===== src/rtl/acc_pkg.sv =====
// Package for the A/D conversion control block.
// Assumes a single system clock domain and an 8-bit register port.
package acc_pkg;

  // ----------------------------------------------------------------
  // Register offsets
  // ----------------------------------------------------------------
  localparam logic [2:0] ACC_OFS_CTRL = 3'h0; // Conversion control
  localparam logic [2:0] ACC_OFS_SEL = 3'h1; // Source/reference/clock
  localparam logic [2:0] ACC_OFS_RES_HI = 3'h2; // Result high byte
  localparam logic [2:0] ACC_OFS_RES_LO = 3'h3; // Result low byte
  localparam logic [2:0] ACC_OFS_IRQ_STAT = 3'h4; // Sticky status
  localparam logic [2:0] ACC_OFS_IRQ_MASK = 3'h5; // Interrupt mask

  // ----------------------------------------------------------------
  // Field positions
  // ----------------------------------------------------------------
  localparam int ACC_BIT_START = 7;
  localparam int ACC_BIT_BUSY = 6;
  localparam int ACC_BIT_EN = 5;
  localparam int ACC_BIT_ALIGN = 4;
  localparam int ACC_BIT_IRQ_DONE = 0;
  localparam int ACC_BIT_IRQ_START = 1;

  // ----------------------------------------------------------------
  // Reset values and constants
  // ----------------------------------------------------------------
  localparam logic [7:0] ACC_CTRL_RST = 8'h00;
  localparam logic [7:0] ACC_SEL_RST = 8'h00;
  localparam logic [3:0] ACC_LAST_CHANNEL = 4'hD; // Codes above float
  localparam int ACC_CONV_CLOCKS = 16; // Converter clocks per result

  // Input source codes
  typedef enum logic [2:0] {
    ACC_SRC_EXT = 3'h0,
    ACC_SRC_BANDGAP = 3'h1,
    ACC_SRC_AMP_A = 3'h2,
    ACC_SRC_AMP_B = 3'h3,
    ACC_SRC_VSS = 3'h4
  } acc_src_t;

  // Register access port
  typedef struct packed {
    logic [2:0] addr;
    logic [7:0] wdata;
    logic wr;
    logic rd;
  } acc_bus_t;

  // Analog routing controls
  typedef struct packed {
    logic [13:0] channel_on; // One-hot external channel switch
    logic bandgap_on;
    logic amp_a_on;
    logic amp_b_on;
    logic vss_on;
    logic ext_ref_on; // External reference pin connected
    logic supply_ref_on; // Supply used as reference
    logic powered; // Converter powered
  } acc_route_t;

endpackage


===== src/rtl/acc_clk_div.sv =====
// Conversion clock divider: one-cycle tick at the chosen rate.
// Assumes the select code is stable or that a glitchy period is harmless.
`timescale 1ns/1ns
module acc_clk_div (
  // Clock and reset
  input wire logic sys_clk,
  input wire logic reset,
  // Control
  input wire logic run,
  input wire logic [2:0] div_sel,
  // Tick
  output logic tick
);
  import acc_pkg::*;

  // ----------------------------------------------------------------
  // Free counter
  // ----------------------------------------------------------------
  logic [6:0] cnt_reg; // Divider count
  logic [6:0] cnt_next;
  logic [6:0] last_w; // Terminal count = 2^sel - 1
  assign last_w = 7'((8'h01 << div_sel) - 8'h01); // see R13
  assign cnt_next = (!run || cnt_reg >= last_w) ? 7'h00 : cnt_reg + 7'h01;
  assign tick = run && (cnt_reg >= last_w);

  // Counter restarts when stopped so first tick has a full period
  always_ff @(posedge sys_clk or posedge reset) begin
    if (reset) begin
      cnt_reg <= 7'h00;
    end else begin
      cnt_reg <= cnt_next;
    end
  end
endmodule // acc_clk_div


===== src/rtl/acc_ctrl.sv =====
// What this block does
// Start after start bit written one then zero
// Busy rises on start pulse or trigger fall
// Busy clears when conversion finishes
// Busy bit is read only
// Enable bit powers the converter
// Disabled converter keeps result bytes
// Alignment bit picks result byte packing
// Channel codes 0..13 route, others float
// Source field picks external or internal signal
// Internal source disconnects external channel
// Reference codes 00,1x pin, 01 supply
// Supply reference disconnects reference pin
// Clock codes 0..3 divide by 1,2,4,8
// Clock codes 4..7 divide by 16..128
//
// A/D conversion control top: registers, start logic, routing, result.
// Assumes the analog converter returns its 12-bit code on result_data
// by the end of the sequence; all inputs are synchronous to sys_clk.
`timescale 1ns/1ns
module acc_ctrl #(
  parameter int CONV_CLOCKS = acc_pkg::ACC_CONV_CLOCKS
) (
  // Clock and reset
  input wire logic sys_clk,
  input wire logic reset,
  // Register port
  input wire acc_pkg::acc_bus_t bus,
  output logic [7:0] rdata,
  // Trigger and converter
  input wire logic edge_blanking_trigger,
  input wire logic [11:0] result_data,
  output logic conv_clk_tick,
  output logic sample_now,
  output acc_pkg::acc_route_t route,
  // Interrupt
  output logic irq
);
  import acc_pkg::*;

  // Step counter is 8 bits wide and the last step compares against N-1
  if (CONV_CLOCKS < 2 || CONV_CLOCKS > 255) begin : g_bad_conv_clocks
    $error("CONV_CLOCKS out of range");
  end

  // ----------------------------------------------------------------
  // Address decode
  // ----------------------------------------------------------------
  logic wr_ctrl_w, wr_sel_w, wr_stat_w, wr_mask_w;
  assign wr_ctrl_w = bus.wr && bus.addr == ACC_OFS_CTRL;
  assign wr_sel_w = bus.wr && bus.addr == ACC_OFS_SEL;
  assign wr_stat_w = bus.wr && bus.addr == ACC_OFS_IRQ_STAT;
  assign wr_mask_w = bus.wr && bus.addr == ACC_OFS_IRQ_MASK;

  // ----------------------------------------------------------------
  // State
  // ----------------------------------------------------------------
  typedef enum logic [1:0] {
    ACC_IDLE = 2'b00,
    ACC_CONV = 2'b01,
    ACC_DONE = 2'b11
  } acc_state_t;

  acc_state_t state_reg, state_next;
  logic [7:0] ctrl_reg; // Busy bit stored separately, slot unused
  logic [7:0] sel_reg;
  logic [7:0] res_hi_reg, res_lo_reg;
  logic [1:0] stat_reg, mask_reg;
  logic [7:0] cnt_reg, cnt_next;
  logic trig_reg; // Previous trigger level
  logic [7:0] rdata_reg;

  // ----------------------------------------------------------------
  // Start detection
  // ----------------------------------------------------------------
  logic enabled_w, start_fall_w, trig_fall_w, go_w, busy_w;
  assign enabled_w = ctrl_reg[ACC_BIT_EN];
  // Start bit stored high, now written low: pulse complete
  assign start_fall_w = wr_ctrl_w && ctrl_reg[ACC_BIT_START]
                        && !bus.wdata[ACC_BIT_START];
  assign trig_fall_w = trig_reg && !edge_blanking_trigger;
  assign busy_w = state_reg != ACC_IDLE;
  // A new start while converting is ignored; off converter never runs
  assign go_w = enabled_w && !busy_w
                && (start_fall_w || trig_fall_w);

  // ----------------------------------------------------------------
  // Sequencer
  // ----------------------------------------------------------------
  logic tick_w;
  acc_clk_div u_div (
    .sys_clk(sys_clk),
    .reset(reset),
    .run(busy_w),
    .div_sel(sel_reg[2:0]),
    .tick(tick_w)
  );
  assign conv_clk_tick = tick_w;
  assign sample_now = state_reg == ACC_DONE;

  // Next state: count converter clocks, then take result
  always_comb begin
    state_next = state_reg;
    cnt_next = cnt_reg;
    case (state_reg)
      ACC_IDLE: begin
        cnt_next = 8'h00;
        if (go_w) begin
          state_next = ACC_CONV;
        end
      end
      ACC_CONV: begin
        if (!enabled_w) begin
          state_next = ACC_IDLE; // Power-off aborts
        end else if (tick_w) begin
          cnt_next = cnt_reg + 8'h01;
          if (cnt_reg == 8'(CONV_CLOCKS - 1)) begin
            state_next = ACC_DONE;
          end
        end
      end
      ACC_DONE: begin
        state_next = ACC_IDLE;
      end
      default: begin
        state_next = ACC_IDLE;
      end
    endcase
  end

  // ----------------------------------------------------------------
  // Result packing
  // ----------------------------------------------------------------
  logic [7:0] pack_hi_w, pack_lo_w;
  logic store_w;
  assign pack_hi_w = ctrl_reg[ACC_BIT_ALIGN] ? {4'h0, result_data[11:8]}
                     : result_data[11:4];
  assign pack_lo_w = ctrl_reg[ACC_BIT_ALIGN] ? result_data[7:0]
                     : {result_data[3:0], 4'h0};
  assign store_w = state_reg == ACC_DONE && enabled_w;

  // ----------------------------------------------------------------
  // Analog routing
  // ----------------------------------------------------------------
  logic [2:0] src_w;
  logic ext_src_w;
  assign src_w = sel_reg[7:5];
  assign ext_src_w = src_w == ACC_SRC_EXT || src_w > ACC_SRC_VSS;
  genvar gi;
  generate
    for (gi = 0; gi < 14; gi++) begin : g_ch
      // Internal source forces every channel off
      assign route.channel_on[gi] = enabled_w && ext_src_w
                                    && ctrl_reg[3:0] == 4'(gi)
                                    && ctrl_reg[3:0] <= ACC_LAST_CHANNEL;
      // Codes 14 and 15 match no switch, input floats
    end
  endgenerate
  // Note channel field lives in control register low nibble
  assign route.bandgap_on = enabled_w && src_w == ACC_SRC_BANDGAP;
  assign route.amp_a_on = enabled_w && src_w == ACC_SRC_AMP_A;
  assign route.amp_b_on = enabled_w && src_w == ACC_SRC_AMP_B;
  assign route.vss_on = enabled_w && src_w == ACC_SRC_VSS;
  assign route.supply_ref_on = enabled_w
                               && sel_reg[4:3] == 2'b01;
  assign route.ext_ref_on = enabled_w
                            && sel_reg[4:3] != 2'b01;
  assign route.powered = enabled_w;

  // ----------------------------------------------------------------
  // Read mux
  // ----------------------------------------------------------------
  logic [7:0] ctrl_view_w, rd_mux_w;
  assign ctrl_view_w = {ctrl_reg[7], busy_w, ctrl_reg[5:0]};
  assign rd_mux_w = bus.addr == ACC_OFS_CTRL ? ctrl_view_w
                  : bus.addr == ACC_OFS_SEL ? sel_reg
                  : bus.addr == ACC_OFS_RES_HI ? res_hi_reg
                  : bus.addr == ACC_OFS_RES_LO ? res_lo_reg
                  : bus.addr == ACC_OFS_IRQ_STAT ? {6'h00, stat_reg}
                  : bus.addr == ACC_OFS_IRQ_MASK ? {6'h00, mask_reg}
                  : 8'h00; // Unmapped reads zero
  assign rdata = rdata_reg;
  assign irq = |(stat_reg & mask_reg);

  // ----------------------------------------------------------------
  // Interrupt status: set beats clear
  // ----------------------------------------------------------------
  logic [1:0] ev_w, stat_next;
  assign ev_w[ACC_BIT_IRQ_DONE] = store_w;
  assign ev_w[ACC_BIT_IRQ_START] = go_w;
  assign stat_next = (stat_reg & ~(wr_stat_w ? bus.wdata[1:0] : 2'h0))
                     | ev_w;

  // ----------------------------------------------------------------
  // Registers
  // ----------------------------------------------------------------
  // Control and select; busy slot is never written
  always_ff @(posedge sys_clk or posedge reset) begin
    if (reset) begin
      ctrl_reg <= ACC_CTRL_RST;
      sel_reg <= ACC_SEL_RST;
      mask_reg <= 2'h0;
    end else begin
      if (wr_ctrl_w) begin
        ctrl_reg <= bus.wdata & ~(8'h01 << ACC_BIT_BUSY);
      end
      if (wr_sel_w) begin
        sel_reg <= bus.wdata;
      end
      if (wr_mask_w) begin
        mask_reg <= bus.wdata[1:0];
      end
    end
  end

  // Sequencer, trigger history, status
  always_ff @(posedge sys_clk or posedge reset) begin
    if (reset) begin
      state_reg <= ACC_IDLE;
      cnt_reg <= 8'h00;
      trig_reg <= 1'b0;
      stat_reg <= 2'h0;
    end else begin
      state_reg <= state_next;
      cnt_reg <= cnt_next;
      trig_reg <= edge_blanking_trigger;
      stat_reg <= stat_next;
    end
  end

  // Result bytes hold unless a finished conversion stores
  always_ff @(posedge sys_clk or posedge reset) begin
    if (reset) begin
      res_hi_reg <= 8'h00;
      res_lo_reg <= 8'h00;
    end else if (store_w) begin
      res_hi_reg <= pack_hi_w;
      res_lo_reg <= pack_lo_w;
    end
  end

  // Read data registered: valid the cycle after the strobe
  always_ff @(posedge sys_clk or posedge reset) begin
    if (reset) begin
      rdata_reg <= 8'h00;
    end else begin
      rdata_reg <= bus.rd ? rd_mux_w : 8'h00;
    end
  end
endmodule // acc_ctrl


===== config.mk =====
export PLATFORM = sky130hd
export DESIGN_NAME = acc_ctrl
export DESIGN_NICKNAME = d
export VERILOG_FILES = /design/src/rtl/acc_pkg.sv /design/src/rtl/acc_clk_div.sv /design/src/rtl/acc_ctrl.sv
export SDC_FILE = /design/constraint.sdc
export NUM_CORES = 1
export LEC_CHECK = 0
export BUFFER_PORTS_ARGS = -buffer_cell sky130_fd_sc_hd__buf_2
export CORE_MARGIN = 2
export CORE_UTILIZATION = 54
export CTS_CLUSTER_DIAMETER = 150
export DETAILED_ROUTE_END_ITERATION = 7
export GPL_TIMING_DRIVEN = 1
export PLACE_DENSITY = 0.74
export RECOVER_POWER = 25
export SLEW_MARGIN = 15
export SYNTH_ARGS = -nofsm -noshare
export SYNTH_HDL_FRONTEND = slang
export SYNTH_HIERARCHICAL = 1
export SYNTH_SLANG_ARGS = --single-unit

===== constraint.sdc =====
create_clock -name sys_clk -period 3.7 [get_ports sys_clk]
set_clock_uncertainty 0.15 [all_clocks]
set_input_delay 0.37 -clock sys_clk [delete_from_list [all_inputs] [get_ports sys_clk]]
set_output_delay 0.37 -clock sys_clk [all_outputs]
set_load 0.03 [all_outputs]

Word level (Yosys, flattened, before mapping)
Index checks and enable logic that the tools add are counted.
{"block": "word_totals", "reg_bits": 61, "output_inout_bits": 32}
{"block": "op_classes", "addsub": 3, "order_cmp": 3, "eq_ne": 32, "n_shift": 1, "mux": 19, "bitwise": 4, "reduce_logical": 61}
{"operator": "$mux W8", "n": 9}
{"operator": "$logic_and A1 B1 Y1", "n": 46}
{"operator": "$eq A4 B4 Y1 const B", "n": 6}
{"operator": "$eq A4 B3 Y1 const B", "n": 4}
{"operator": "$pmux W8 S2", "n": 1}
{"operator": "$mux W2", "n": 7}
{"operator": "$eq A3 B2 Y1 const B", "n": 4}
{"operator": "$eq A3 B3 Y1 const B", "n": 3}
{"operator": "$add A8 B1 Y8 const B", "n": 1}
{"operator": "$eq A4 B2 Y1 const B", "n": 2}
{"operator": "$eq A8 B4 Y1 const B", "n": 1}
{"operator": "$add A7 B1 Y7 const B", "n": 1}
{"operator": "$ge A7 B7 Y1", "n": 1}
{"operator": "$mux W7", "n": 1}
{"operator": "$shl A1 B3 Y7 const A", "n": 1}
{"operator": "$sub A7 B1 Y7 const B", "n": 1}
{"operator": "$eq A3 B1 Y1 const B", "n": 2}
{"operator": "$logic_not A3 Y1", "n": 2}
{"operator": "$ne A2 B2 Y1 const B", "n": 3}
{"operator": "$ne A3 B3 Y1 const B", "n": 2}
{"operator": "$reduce_and A3 Y1", "n": 2}
{"operator": "$and A2 B2 Y2", "n": 2}
{"operator": "$eq A2 B1 Y1 const B", "n": 2}
{"operator": "$eq A4 B1 Y1 const B", "n": 1}
{"operator": "13 further kinds", "n": 18}

Depth between registers and ports, before layout
{"block": "logic_depth", "word_depth": 8, "mapped_depth": 10, "ltp_nobuf": 10}

Modules after synthesis
The synthesis kept the hierarchy.
{"module": "acc_ctrl", "n_inst": 1, "cells_each": 271, "area_each_um2": 2787.7, "seq_area_each_um2": 1351.3}
{"module": "acc_clk_div", "n_inst": 1, "cells_each": 55, "area_each_um2": 506.7, "seq_area_each_um2": 175.2}

Least setup slack after synthesis
OpenSTA, ideal clock, no wires.
{"block": "synth_timing", "path_type": "register -> register", "startpoint": "register sel_reg[1]", "endpoint": "register state_reg[1]", "setup_ps": 95, "arrival_time_ps": 2896, "t_required_ps": 3455, "slack_ps": 559, "stages_incl_launch_ff": 11, "n_path_buf": 0, "synth_period_minus_slack_ps": 3141, "cell_sequence": "dfrtp_1 > or3_1 > ha_1 > nor2b_1 > o21ai_2 > a41oi_1 > nor2b_1 > nand2_1 > or2_1 > or3_4 > nor4_4"}
{"block": "synth_between", "elab_chain_len": 6}
{"item": "from (decl)", "line": "acc_ctrl.sv:66", "text": "logic [7:0] sel_reg;"}
{"item": "from (signal assigned)", "line": "acc_ctrl.sv:208", "text": "sel_reg <= bus.wdata;"}
{"item": "$shl A1 B3 Y7", "line": "acc_clk_div.sv:22", "text": "assign last_w = 7'((8'h01 << div_sel) - 8'h01);"}
{"item": "$sub A7 B1 Y7", "line": "acc_clk_div.sv:22"}
{"item": "$ge A7 B7 Y1", "line": "acc_clk_div.sv:24", "text": "assign tick = run && (cnt_reg >= last_w);"}
{"item": "$logic_and A1 B1 Y1", "line": "acc_clk_div.sv:24"}
{"item": "via conv_clk_tick", "line": "acc_ctrl.sv:33", "text": "output logic conv_clk_tick,"}
{"item": "$ne A3 B3 Y1 (no line)"}
{"item": "$reduce_and A3 Y1 (no line)"}
{"item": "to (signal assigned)", "line": "acc_ctrl.sv:224", "text": "state_reg <= state_next;"}
{"item": "to (decl)", "line": "acc_ctrl.sv:64", "text": "acc_state_t state_reg, state_next;"}
The timed path passes the listed nets, and every way through them passes these cells.
A chain may end at the register's enable or synchronous reset.

Final worst setup path
{"block": "layout_timing", "startpoint": "register sel_reg[2]", "endpoint": "register state_reg[1]"}
{"block": "layout_between", "elab_chain_len": 6}
{"item": "$shl A1 B3 Y7", "line": "acc_clk_div.sv:22"}
{"item": "$sub A7 B1 Y7", "line": "acc_clk_div.sv:22"}
{"item": "$ge A7 B7 Y1", "line": "acc_clk_div.sv:24"}
{"item": "$logic_and A1 B1 Y1", "line": "acc_clk_div.sv:24"}
{"item": "$ne A3 B3 Y1 (no line)"}
{"item": "$reduce_and A3 Y1 (no line)"}
Every way passes these cells.

==> impl_metrics.py <==
metrics = {
    "synthesis": {
        "yosysSeqAreaShare": 0.4633,
        "yosys_register_bits": 61,
        "synth_edf_count": 0,
        "synthAdderAreaFrac": 0.03798,
        "synth-async-reset-ratio": 1.000,
        "yosysWarnings": 6,
        "synth_compound_gate_area_share": 0.1234,
        "yosys.cell_types.count": 53,
        "synth_area_in_xor_xnor": 0.01861,
        "yosys_most_used_dff": "sky130_fd_sc_hd__dfrtp_1",
        "syn_inst": 326,
        "synth_top_family_by_area": "simple AND/OR/NAND/NOR gates",
        "postSynthAreaPerCell_um2": 10.11,
        "postSynthNetCount": 364,
        "mapped_cell_area_mm2": 0.003294,
        "muxShareOfSynthArea": 0.1101,
        "post_synth_and_or_nand_nor_area_fraction": 0.2055,
    },
    "drt": {
        "drc_violations": 0,
        "wirelength_um": 7080,
        "post_drt_wl_per_cell_um": 15.36,
        "dr.pass1.iters": 4,
        "drt.antenna.violating_nets": 0,
        "vias_per_cell": 5.562,
        "drt_iter0_markers": 84,
        "routed-via-count": 2564,
    },
    "sta": {
        "slew-limit-headroom": 0.09610,
        "rsz0062_at_grt": "no",
        "report.final.setup_viol": 0,
        "final_critical_period_ns": 2.937,
        "max_slew.worst_pin.slew_ns": 1.354,
        "setup_ws_final_ns": 0.7628,
        "maxSlewViolCount": 0,
        "fin_crit_sh": 0.7938,
        "report.final.hold_viol_count": 0,
        "achievable-frequency_mhz": 340.5,
        "finalHoldWorstSlack_ns": 0.09937,
        "final.setup.tns_ns": 0,
    },
    "critical_path": {
        "critical-path-top-delay-family": "simple AND/OR/NAND/NOR gates",
        "kind_of_end_point_of_the_critical_path": "register",
        "critical_path.cell_chain": "or3_1, ha_1, nor2b_1, o21ai_2, a41oi_1, nor2b_1, nand2_1, or2_1, or3_4, nor4_4",
        "worst_setup_path_start_kind": "register",
        "worstPathMaxFanout": 9,
        "max_stage_delay_ns": 0.46,
        "slowest_stage_cell_crit_path": "sky130_fd_sc_hd__dfrtp_1",
        "worst-endpoint-required_ns": 3.80,
        "most_frequent_cell_on_the_critical_path": "sky130_fd_sc_hd__nor2b_1",
        "arrival_ns": 3.04,
        "critical_path.n_buffers_inverters": 0,
        "path_class": "register to register",
    },
    "hold_path": {
        "min_path_type": "input pin to register",
    },
    "placement": {
        "dp_hpwl_um": 5113,
        "buffer_ports.inserted": 59,
        "preCtsSetupSlack_ns": 0.7873,
        "place.gp.congestion": 0.8232,
    },
    "die": {
        "boundaryPins": 60,
        "floorplan.initialDensity": 0.5564,
        "dieArea_mm2": 0.006741,
        "coreArea_mm2": 0.005921,
        "die_h_um": 82.11,
        "die_width_um": 82.11,
        "std_cell_rows": 28,
    },
    "clock_network": {
        "clk-insertion-delay-late_ns": 0.34,
        "cts_hold_repair.buffers": 2,
        "cts_tree": "built",
        "buffer_depth_of_the_longest_clock_path": 2,
        "cts_root_buf": "sky130_fd_sc_hd__clkbuf_8",
        "number_of_setup_buffers_added_after_cts": 0,
        "htree_levels": 3,
        "cts.clk_slew.worst_paths_ns": 0.07,
        "cts_repair_resize_count": 0,
        "cts_sinks": 61,
        "tritoncts.num_buffers": 9,
    },
    "power": {
        "vdd_ir_drop_max_uv": 341.9,
        "total_power_mw": 1.777,
        "p_per_area_mw_per_mm2": 467.9,
        "leakagePower_nw": 1.815,
    },
    "global_routing": {
        "grt_first_pass_wirelength_um": 11480,
        "overflow": 0,
        "global_router_s_overall_resource_usage": 0.2302,
        "grt_start_max_net_pins": 36,
        "first_global_vias": 2363,
        "antenna_found_initial": 0,
    },
    "cells_and_area": {
        "layout_commonest_cell": "sky130_fd_sc_hd__dfrtp_1",
        "drive_above_1_share": 0.2409,
        "diodes": 0,
        "fin_util": 0.6416,
        "most-common-layout-cells": "sky130_fd_sc_hd__dfrtp_1 (61), sky130_fd_sc_hd__buf_2 (48), sky130_fd_sc_hd__nand2_1 (37), sky130_fd_sc_hd__o21ai_0 (24), sky130_fd_sc_hd__nor2_1 (22)",
        "area_growth_syn_to_layout_pct": 15.31,
        "nets": 419,
    },
    "status": {
        "status": "finished, final reports clean",
    },
    "run": {
        "cap_viol_max_count": 0,
    },
}
-- worst register-to-register path: cells and delay by family, from the launching register on --
kind                       cells  cell delay [ns]
adders and majority gates      1             0.28
AOI/OAI and AO/OA              2             0.29
and+or+nand+nor                7             1.68
DFF                            1             0.46
-- synth_stat cells (2+ instances only) --
library cell | n | area [um^2]
sky130_fd_sc_hd__o21ai_2 | 2 | 17.52
sky130_fd_sc_hd__mux2_2 | 16 | 180.2
sky130_fd_sc_hd__clkbuf_1 | 8 | 30.03
sky130_fd_sc_hd__and3_1 | 2 | 12.51
sky130_fd_sc_hd__or3_1 | 3 | 18.77
sky130_fd_sc_hd__buf_2 | 6 | 30.03
sky130_fd_sc_hd__mux2i_1 | 16 | 160.2
sky130_fd_sc_hd__xnor2_1 | 3 | 26.28
sky130_fd_sc_hd__nand2b_1 | 12 | 75.07
sky130_fd_sc_hd__ha_1 | 10 | 125.1
sky130_fd_sc_hd__nor4bb_1 | 2 | 20.02
sky130_fd_sc_hd__buf_6 | 2 | 22.52
sky130_fd_sc_hd__nand3_1 | 12 | 60.06
sky130_fd_sc_hd__a32o_1 | 2 | 20.02
sky130_fd_sc_hd__nand4_1 | 4 | 25.02
sky130_fd_sc_hd__a21oi_1 | 11 | 55.05
sky130_fd_sc_hd__nand2_1 | 37 | 138.9
sky130_fd_sc_hd__o21ai_0 | 24 | 120.1
sky130_fd_sc_hd__nor2_1 | 22 | 82.58
sky130_fd_sc_hd__nor4_1 | 2 | 12.51
sky130_fd_sc_hd__o221ai_1 | 5 | 43.79
sky130_fd_sc_hd__a21boi_0 | 3 | 22.52
sky130_fd_sc_hd__buf_4 | 2 | 15.01
sky130_fd_sc_hd__dfrtp_1 | 61 | 1526
sky130_fd_sc_hd__a21o_1 | 3 | 22.52
sky130_fd_sc_hd__a21oi_2 | 2 | 17.52
sky130_fd_sc_hd__xor2_1 | 4 | 35.03
sky130_fd_sc_hd__nor3_1 | 7 | 35.03
sky130_fd_sc_hd__and2_1 | 3 | 18.77
sky130_fd_sc_hd__nand3b_1 | 3 | 22.52
sky130_fd_sc_hd__nor2b_1 | 6 | 37.54
sky130_fd_sc_hd__inv_1 | 10 | 37.54
-- report_power, final --
group | internal [mW] | switching [mW]
sequential | 0.723 | 0.0980
clock | 0.313 | 0.282
combinational | 0.158 | 0.203
total | 1.19 | 0.584
-- routing by layer --
metal,vias up,track usage,wire length [um]
met3,5,0.06739,264
met2,47,0.3951,3622
li1,1271,-,-
met5,-,0,0
met4,0,0.06000,44
met1,1241,0.2843,3148
-- layout make-up --
| cell class | count | area (um^2) |
|---|---|---|
| clock buffer | 9 | 123.9 |
| tap | 75 | 93.84 |
| multi-input combinational | 237 | 1633 |
| clock inverter | 7 | 75.07 |
| timing repair buffer | 62 | 309.0 |
| inverter | 10 | 37.54 |
| sequential | 61 | 1526 |
| fill | 514 | 2122 |
-- kinds of logic (layout without fill, tap and decap cells) --
kind of cell | after synthesis | count (layout)
DFF | 61 | 61
AOI/OAI and AO/OA | 62 | 62
xor gates and xnor gates | 7 | 7
and+or+nand+nor | 125 | 125
muxes | 33 | 33
buffers and inverters | 28 | 88
adders and majority gates | 10 | 10
-- metrics by stage --
step           area, um^2  instances
2_1_floorplan        3294        326
3_5_place_dp         3593        443
3_3_place_gp         3593        443
5_1_grt              3799        461
4_1_cts              3812        461
6_report             3799        461
-- final timing paths --
check                               from  slack [ns]  cells after the start               end
setup / recovery              sel_reg[2]        0.76                     10      state_reg[1]
setup reg to reg              sel_reg[2]        0.76                     10      state_reg[1]
hold / removal                    bus[6]         0.1                      3        sel_reg[4]
hold reg to reg            res_hi_reg[2]        0.34                      2     res_hi_reg[2]
max in group asynchronous          reset        1.66                      4     res_lo_reg[2]
min in group asynchronous          reset        0.32                      3  u_div/cnt_reg[1]
No activity file was read; power rests on OpenSTA's default activity.
